File: src/logic/cfg_parity_pkg.sv
// Package with register layout, field positions and timing constants of the parity and output select block.
package cfg_parity_pkg;

	localparam int          REG_W          = 9;
	localparam int          NUM_CFG        = 6;
	localparam int          NUM_REGS       = 8;
	localparam logic [3:0]  ADDR_CFG0      = 4'h0;
	localparam logic [3:0]  ADDR_CFG1      = 4'h1;
	localparam logic [3:0]  ADDR_CFG2      = 4'h2;
	localparam logic [3:0]  ADDR_CFG5      = 4'h5;
	localparam logic [3:0]  ADDR_COLPAR    = 4'h6;
	localparam logic [3:0]  ADDR_STATUS    = 4'h7;
	localparam logic [8:0]  CFG_RESET      = 9'h000;
	localparam int          ROW_PAR_BIT    = 0;
	localparam int          CH_EN_BIT      = 1;
	localparam int          OUT_TYPE_HI    = 8;
	localparam int          OUT_TYPE_LO    = 7;
	localparam int          CLK_DIV_BIT    = 7;
	localparam int          AGC_SIG_BIT    = 7;
	localparam int          READ_PAD_BITS  = 7;
	localparam logic [2:0]  CMD_READ       = 3'h6;
	localparam logic [2:0]  CMD_WRITE      = 3'h7;
	localparam int          SPI_FRAME_BITS = 16;
	localparam int          CLK_DIV_RATIO  = 4;
	localparam real         MCLK_NS        = 4.0;
	localparam real         AGC_INIT_NS    = 4000.0;
	localparam int          AGC_INIT_CYC   = (AGC_INIT_NS / MCLK_NS) < 1.0 ? 1 : int'(AGC_INIT_NS / MCLK_NS + 0.4999);

	typedef enum logic [1:0] {
		OUT_DEMOD = 2'h0,
		OUT_CARRIER_CLOCK_OUTPUT  = 2'h1,
		OUT_RSSI2 = 2'h2,
		OUT_RSSI3 = 2'h3
	} out_type_e;

	typedef struct packed {
		logic wr_en;
		logic [3:0] addr;
		logic [8:0] data;
	} reg_wr_s;

	typedef struct packed {
		logic out_filter_ok;
		logic rssi_gate_ok;
		logic mod_depth_ok;
	} out_gate_s;

endpackage

File: src/logic/odd_parity_check.sv
// Odd row and column parity checker over the configuration register map.
`timescale 1ns/100ps
`default_nettype none
module odd_parity_check
	import cfg_parity_pkg::*;
(
	input  wire logic [NUM_CFG+1:0][REG_W-1:0] regs,
	output logic                               ok
);
	logic [REG_W-1:0] col;
	logic             rows_ok;

	always_comb begin
		col     = '0;
		rows_ok = 1'b1;
		for (int i = 0; i <= NUM_CFG; i++) begin
			rows_ok = rows_ok & (^regs[i]);
		end
		// Column parity covers configuration registers and the column register, never status.
		for (int i = 0; i <= NUM_CFG; i++) begin
			col = col ^ regs[i];
		end
		ok = rows_ok & (&col);
	end
endmodule
`default_nettype wire

File: src/logic/cfg_parity_out_sel.sv
// Configuration register file with SPI access, parity alert and output pin selection.
`timescale 1ns/100ps
`default_nettype none
// Summary of operation
// - Bit zero is odd row parity of bits 8..1.
// - Column register holds parity of config 0..5.
// - Status register excluded from column parity.
// - All parity is odd.
// - Continuous check pulls alert low on failure while chip select is high.
// - Reset clears registers, so alert asserts.
// - Consistent parity releases alert at once.
// - Parity failure changes no other behaviour.
// - Output only while channel enable set.
// - Type 00 data, 01 clock, 1x RSSI.
// - Cleared type field selects demodulated data.
// - Carrier clock appears after AGC init interval.
// - Divide bit selects carrier by one or four.
// - Filter, strength and depth gate carrier clock too.
// - RSSI disables inactivity, alarm, AGC timers.
// - RSSI selection forces active mode immediately.
// - Chip select low suspends RSSI output.
// - RSSI persists until type field rewritten.
// - Read answer: seven pad, eight data, parity.
// - Column read at 0110, status at 0111.
module cfg_parity_out_sel
	import cfg_parity_pkg::*;
#(
	parameter int AGC_CYC = AGC_INIT_CYC
)(
	input  wire logic             mclk,
	input  wire logic             nrst,
	input  wire logic             cs_n_pin,
	input  wire logic             sclk_pin,
	input  wire logic             sdi_pin,
	input  wire logic             carrier_pin,
	input  wire logic             demod_pin,
	input  wire logic             signal_present_pin,
	input  wire out_gate_s        gate_in,
	output logic                  alert_o,
	output logic                  alert_oe,
	output logic                  lf_output_pin_o,
	output logic                  lf_output_pin_oe,
	output logic                  rssi_enable,
	output logic                  active_mode,
	output logic                  timers_enable,
	output logic [REG_W-1:0]      status_reg
);
	import cfg_parity_pkg::*;

	// ----------------------------------------------------------------
	// Input synchronisers
	// ----------------------------------------------------------------
	logic [6:0] sync1_reg;
	logic [6:0] sync2_reg;
	logic [2:0] gate1_reg;
	logic [2:0] gate2_reg;

	always_ff @(posedge mclk or negedge nrst) begin
		if (!nrst) begin
			// Reset values match the idle pin levels, so no false clock or carrier edge follows reset.
			sync1_reg <= 7'h41;
			sync2_reg <= 7'h41;
			gate1_reg <= 3'h0;
			gate2_reg <= 3'h0;
		end else begin
			sync1_reg <= {cs_n_pin, sclk_pin, sdi_pin, carrier_pin, demod_pin, signal_present_pin, 1'b1};
			sync2_reg <= sync1_reg;
			gate1_reg <= gate_in;
			gate2_reg <= gate1_reg;
		end
	end

	logic cs_n;
	logic sclk;
	logic sdi;
	logic carrier;
	logic demod;
	logic sig_present;
	out_gate_s gate;
	assign cs_n        = sync2_reg[6];
	assign sclk        = sync2_reg[5];
	assign sdi         = sync2_reg[4];
	assign carrier     = sync2_reg[3];
	assign demod       = sync2_reg[2];
	assign sig_present = sync2_reg[1];
	assign gate        = out_gate_s'(gate2_reg);

	// ----------------------------------------------------------------
	// SPI shifter, mode 0: sample on rising edge, shift out on falling
	// ----------------------------------------------------------------
	logic        sclk_d_reg;
	logic [15:0] shift_in_reg;
	logic [4:0]  bit_cnt_reg;
	logic [15:0] shift_out_reg;
	logic        rd_pending_reg;
	logic [3:0]  rd_addr_reg;
	logic        rd_phase_reg;
	reg_wr_s     wr;
	logic        sclk_rise;
	logic        sclk_fall;

	assign sclk_rise = sclk & ~sclk_d_reg;
	assign sclk_fall = ~sclk & sclk_d_reg;

	always_ff @(posedge mclk or negedge nrst) begin
		if (!nrst) begin
			sclk_d_reg   <= 1'b0;
			shift_in_reg <= 16'h0000;
			bit_cnt_reg  <= 5'h00;
		end else begin
			sclk_d_reg <= sclk;
			if (cs_n) begin
				bit_cnt_reg <= 5'h00;
			end else if (sclk_rise) begin
				shift_in_reg <= {shift_in_reg[14:0], sdi};
				bit_cnt_reg  <= (bit_cnt_reg == 5'(SPI_FRAME_BITS - 1)) ? 5'h00 : bit_cnt_reg + 5'h01;
			end
		end
	end

	logic frame_done;
	assign frame_done = !cs_n && sclk_rise && bit_cnt_reg == 5'(SPI_FRAME_BITS - 1);
	logic [15:0] frame;
	assign frame = {shift_in_reg[14:0], sdi};

	assign wr.wr_en = frame_done && !rd_phase_reg && frame[15:13] == CMD_WRITE && frame[12:9] <= ADDR_COLPAR;
	assign wr.addr  = frame[12:9];
	assign wr.data  = frame[8:0];

	// ----------------------------------------------------------------
	// Configuration registers, host supplies the parity bits
	// ----------------------------------------------------------------
	logic [NUM_CFG:0][REG_W-1:0] cfg_reg;

	always_ff @(posedge mclk or negedge nrst) begin
		if (!nrst) begin
			for (int i = 0; i <= NUM_CFG; i++) begin
				cfg_reg[i] <= CFG_RESET;
			end
		end else if (wr.wr_en) begin
			cfg_reg[wr.addr] <= wr.data;
		end
	end

	logic        parity_ok;
	logic [NUM_CFG+1:0][REG_W-1:0] map;
	assign map = {status_reg, cfg_reg};

	odd_parity_check u_chk (
		.regs (cfg_reg_ext(cfg_reg)),
		.ok   (parity_ok)
	);

	function automatic logic [NUM_CFG+1:0][REG_W-1:0] cfg_reg_ext(input logic [NUM_CFG:0][REG_W-1:0] r);
		cfg_reg_ext = {9'h1ff, r};
	endfunction

	// ----------------------------------------------------------------
	// Read path
	// ----------------------------------------------------------------
	always_ff @(posedge mclk or negedge nrst) begin
		if (!nrst) begin
			rd_pending_reg <= 1'b0;
			rd_addr_reg    <= 4'h0;
			rd_phase_reg   <= 1'b0;
			shift_out_reg  <= 16'h0000;
		end else begin
			if (frame_done && !rd_phase_reg && frame[15:13] == CMD_READ) begin
				rd_pending_reg <= 1'b1;
				rd_addr_reg    <= frame[12:9];
			end
			if (cs_n) begin
				rd_phase_reg <= rd_pending_reg;
				if (rd_pending_reg) begin
					// Status carries no meaningful parity bit.
					shift_out_reg <= {{READ_PAD_BITS{1'b0}}, map[rd_addr_reg[2:0]]};
				end
			end else if (rd_phase_reg) begin
				rd_pending_reg <= 1'b0;
				if (sclk_fall) begin
					shift_out_reg <= {shift_out_reg[14:0], 1'b0};
				end
				if (frame_done) begin
					rd_phase_reg <= 1'b0;
				end
			end
		end
	end

	// ----------------------------------------------------------------
	// Alert, output type and mode control
	// ----------------------------------------------------------------
	out_type_e otype;
	logic      rssi_sel;
	assign otype    = out_type_e'(cfg_reg[ADDR_CFG1][OUT_TYPE_HI:OUT_TYPE_LO]);
	assign rssi_sel = otype == OUT_RSSI2 || otype == OUT_RSSI3;

	always_ff @(posedge mclk or negedge nrst) begin
		if (!nrst) begin
			alert_o  <= 1'b0;
			alert_oe <= 1'b0;
		end else begin
			// Pin is SCLK input while chip select is low, so the alert only drives when idle.
			alert_o  <= 1'b0;
			alert_oe <= !(cs_n && !parity_ok);
		end
	end

	always_ff @(posedge mclk or negedge nrst) begin
		if (!nrst) begin
			rssi_enable   <= 1'b0;
			active_mode   <= 1'b0;
			timers_enable <= 1'b1;
		end else begin
			rssi_enable   <= rssi_sel && cs_n && cfg_reg[ADDR_CFG0][CH_EN_BIT];
			active_mode   <= rssi_sel || sig_present;
			timers_enable <= !rssi_sel;
		end
	end

	// ----------------------------------------------------------------
	// AGC init interval and carrier divider
	// ----------------------------------------------------------------
	logic [$clog2(AGC_CYC+1)-1:0] agc_cnt_reg;
	logic                         agc_done_reg;
	logic [1:0]                   div_cnt_reg;
	logic                         carrier_d_reg;
	logic                         div_clk_reg;

	always_ff @(posedge mclk or negedge nrst) begin
		if (!nrst) begin
			agc_cnt_reg  <= '0;
			agc_done_reg <= 1'b0;
		end else if (!sig_present || rssi_sel) begin
			agc_cnt_reg  <= '0;
			agc_done_reg <= 1'b0;
		end else if (!agc_done_reg) begin
			agc_cnt_reg  <= agc_cnt_reg + 1'b1;
			agc_done_reg <= agc_cnt_reg == ($bits(agc_cnt_reg))'(AGC_CYC - 1);
		end
	end

	always_ff @(posedge mclk or negedge nrst) begin
		if (!nrst) begin
			carrier_d_reg <= 1'b0;
			div_cnt_reg   <= 2'h0;
			div_clk_reg   <= 1'b0;
		end else begin
			carrier_d_reg <= carrier;
			if (carrier & ~carrier_d_reg) begin
				div_cnt_reg <= div_cnt_reg + 2'h1;
				if (div_cnt_reg[0] == 1'b1) begin
					div_clk_reg <= ~div_clk_reg;
				end
			end
		end
	end

	// ----------------------------------------------------------------
	// Output pin mux; parity state is not consulted here
	// ----------------------------------------------------------------
	logic gates_ok;
	logic carrier_clock_output;
	assign gates_ok = gate.out_filter_ok && gate.mod_depth_ok &&
		(gate.rssi_gate_ok || !cfg_reg[ADDR_CFG5][AGC_SIG_BIT]);
	assign carrier_clock_output = cfg_reg[ADDR_CFG2][CLK_DIV_BIT] ? div_clk_reg : carrier;

	always_ff @(posedge mclk or negedge nrst) begin
		if (!nrst) begin
			lf_output_pin_o  <= 1'b0;
			lf_output_pin_oe <= 1'b1;
		end else if (!cs_n) begin
			lf_output_pin_o  <= shift_out_reg[15];
			lf_output_pin_oe <= !rd_phase_reg;
		end else if (!cfg_reg[ADDR_CFG0][CH_EN_BIT]) begin
			lf_output_pin_o  <= 1'b0;
			lf_output_pin_oe <= 1'b1;
		end else begin
			unique case (otype)
				OUT_DEMOD: begin
					lf_output_pin_o  <= demod && gates_ok;
					lf_output_pin_oe <= 1'b0;
				end
				OUT_CARRIER_CLOCK_OUTPUT: begin
					lf_output_pin_o  <= carrier_clock_output && gates_ok && agc_done_reg;
					lf_output_pin_oe <= 1'b0;
				end
				OUT_RSSI2, OUT_RSSI3: begin
					lf_output_pin_o  <= 1'b0;
					lf_output_pin_oe <= 1'b1;
				end
			endcase
		end
	end

	always_ff @(posedge mclk or negedge nrst) begin
		if (!nrst) begin
			status_reg <= 9'h000;
		end else begin
			status_reg <= {4'h0, agc_done_reg, active_mode, rssi_sel, !parity_ok, 1'b0};
		end
	end
endmodule
`default_nettype wire

File: config.mk
export PLATFORM = sky130hd
export DESIGN_NAME = cfg_parity_out_sel
export DESIGN_NICKNAME = d
export VERILOG_FILES = /design/src/logic/cfg_parity_pkg.sv /design/src/logic/odd_parity_check.sv /design/src/logic/cfg_parity_out_sel.sv
export SDC_FILE = /design/constraint.sdc
export NUM_CORES = 1
export LEC_CHECK = 0
export BUFFER_PORTS_ARGS = -buffer_cell sky130_fd_sc_hd__buf_2
export CAP_MARGIN = 20
export CORE_MARGIN = 8
export CORE_UTILIZATION = 60
export DETAILED_ROUTE_END_ITERATION = 7
export HOLD_SLACK_MARGIN = 0.05
export PLACE_DENSITY = 0.81
export SLEW_MARGIN = 20
export SYNTH_ARGS = -nofsm -noshare
export SYNTH_HDL_FRONTEND = slang
export SYNTH_SLANG_ARGS = --single-unit
File: constraint.sdc
create_clock -name mclk -period 5.65 [get_ports mclk]
set_clock_uncertainty 0.05 [all_clocks]
set_input_delay 1.13 -clock mclk [delete_from_list [all_inputs] [get_ports mclk]]
set_output_delay 1.13 -clock mclk [all_outputs]
set_load 0.05 [all_outputs]
==> metrics <==
Setup Total Neg Slack=0 ns; number of port buffers=20; Crit-path slowest cell=nor3b_4; final slew viol count=0; Syn Std Cell Area=7170 um^2; Worst-Skew Late Latency=0.43 ns; Final WS setup=2.73 ns; htree depth=4; Post-CTS Setup Repair Bufs=0; CP Buf/Inv Count=0; Seq/Total Area, Yosys=51.4%; period utilization=51.6%; Initial Utilization=60.4%; Leak Pwr=3.70 nW; commonest cells after routing, fill and taps aside=143 x dfrtp_1, 73 x mux2_2, 72 x xnor2_1; Mapped Avg Cell Area=13.2 um^2; dpl ws=2.77 ns; Post-Syn Instances=545; I/O Pins=27; DRC errors left=0; Setup crit start kind=flop; main flop type after synthesis=dfrtp_1; routability cong.=0.849; TritonCTS buffer count=17; post-DP HPWL=9970 um; power density over the cells=296 nW/um^2; Nets=581; Routed Antenna Nets=0; GR Overflow Total=0; die height=125 um; multiplexer area fraction after synthesis=18.4%; Setup-failing EPs final=0; Die W=125 um; Avg WL per Cell=20.1 um; most common cell after layout, fill and taps aside=dfrtp_1; clock slew at reported path FFs=0.06 ns; yosys warns=0; initial antenna violation count=0; vias in the first global route=4441; DR vias/cell=5.86; #FFs+latches synth=147; final worst path period need=2.92 ns; CTS Buffer Depth=2; EDFF count, synth=0; Core Rows=40; CP max FO=19; outcome=finished clean; Inserted Diodes=0; post-CTS sizing=0; Post-synth ARST share=100%; Slew @ Worst Pin=1.08 ns; CTS tree=done; ratio of cells with drive above 1 in the final layout=26.6%; RSZ-0062 raised after global routing=false; maximum VDD drop=331 uV; post-synthesis compound-gate area fraction=4.29%; Initial DRT Pass Iterations=4; Critical Path AT=3.17 ns; kind of cell adding the most delay to the critical path=simple AND/OR/NAND/NOR gates; core footprint=11900 um^2; # hold bufs at CTS=0; largest family of logic cells by synthesized area=multiplexers; CP cell instances=nor3b_4, and4_1, and3_1, nor3b_2, mux2_1; Critical Path End Type=flop; routed wire length=14600 um; GRT Total Usage=19.7%; final hold violation count=0; CTS root buffer=clkbuf_16; die area=15700 um^2; Max Fclk=343 MHz; post-synthesis xor/xnor area fraction=15.8%; max-capacitance violation count=0; first-pass GRT wire length=23700 um; DR iter-0 viols=359; post-synthesis simple-gate area fraction=7.59%; Crit path required time=5.91 ns; vias=4259; largest net degree at the start of global routing=106; Unique masters post-synth=51; CP peak stage delay=0.71 ns; Layout area overhead=10.8%; max reg flops=63; Hold Path Class=reg2reg; Crit Path Category=reg2reg; clock sink count=147; Post-Synth Adder-Cell Area=0.349%; Max-slew headroom=28.1%
## kinds of logic after synthesis
kind of cell    Yosys count
fa+ha+maj                 2
xor+xnor                109
other cells               1
flops                   147
simple gates            102
buf+inv                  29
compound gates           50
mux                     105
## power breakdown
| part | internal [mW] | total [mW] | switching [mW] | leakage (nW) |
|---|---|---|---|---|
| logic | 0.0419 | 0.0951 | 0.0531 | 1.46 |
| registers | 1.10 | 1.19 | 0.0877 | 1.97 |
| clock network | 0.620 | 1.07 | 0.451 | 0.267 |
| total | 1.76 | 2.35 | 0.592 | 3.70 |
## worst register-to-register path, stage by stage (launching register included)
cell	delay (ns)
dfstp_2	0.47
nor3b_4	0.72
and4_1	0.34
and3_1	0.23
nor3b_2	0.61
mux2_1	0.39
## stage by stage
step | hold slack, ns | instance area (um^2) | util [%] | total power, mW | std cells
3_5_place_dp | 0.285 | 7370 | 62.2 | 1.30 | 696
4_1_cts | 0.299 | 7940 | 66.9 | 2.36 | 727
3_3_place_gp | 0.282 | 7370 | 62.2 | 1.29 | 696
2_1_floorplan | 0.281 | 7190 | - | 1.23 | 550
5_1_grt | 0.303 | 7940 | 66.9 | 2.43 | 727
6_report | 0.296 | 7940 | 66.9 | 2.35 | 727
## synthesized netlist by cell type (4+ instances only)
library cell,number,share of area [%]
xnor2_1,72,8.8
nand4_1,4,0.35
a21oi_1,13,0.91
a2bb2oi_1,4,0.49
nor4_1,4,0.35
mux4_2,13,4.1
mux2_2,73,11
mux2i_1,10,1.4
xnor3_1,13,4.1
clkbuf_1,11,0.58
nand3_1,4,0.28
buf_4,8,0.84
dfstp_2,4,1.5
a211oi_1,4,0.42
xor2_1,24,2.9
buf_2,5,0.35
nor2b_1,5,0.44
mux2_1,9,1.4
dfrtp_1,143,50
o21ai_0,17,1.2
nor2_1,25,1.3
nand2_1,36,1.9
## final cells by class
class                   instances  area (um^2)
clock buffers                  18          439
clock inverters                13          129
fillers                       827         3920
inverters                       3         11.3
multi-input cells             374         3350
flip-flops and latches        147         3680
well taps                     147          184
repair buffers                 25          144
## final timing paths
path	cells past startpoint	startpoint	slack [ns]	endpoint
min in group asynchronous	1	nrst	0.76	cfg_reg[45]
worst min register to register	0	sync1_reg[4]	0.30	sync2_reg[4]
worst max-delay path	5	sync2_reg[6]	2.73	cfg_reg[12]
worst min-delay path	0	sync1_reg[4]	0.30	sync2_reg[4]
worst max register to register	5	sync2_reg[6]	2.73	cfg_reg[12]
max in group asynchronous	2	nrst	3.67	sync2_reg[6]
## per-layer routing
metal,track usage [%],share of wire (%),vias up
met3,4.84,6.0,40
met2,30.9,49,116
met5,0,0,-
met1,24.9,41,2166
li1,-,-,1937
met4,10.5,3.4,0
Power figures use the tool's default switching activity.
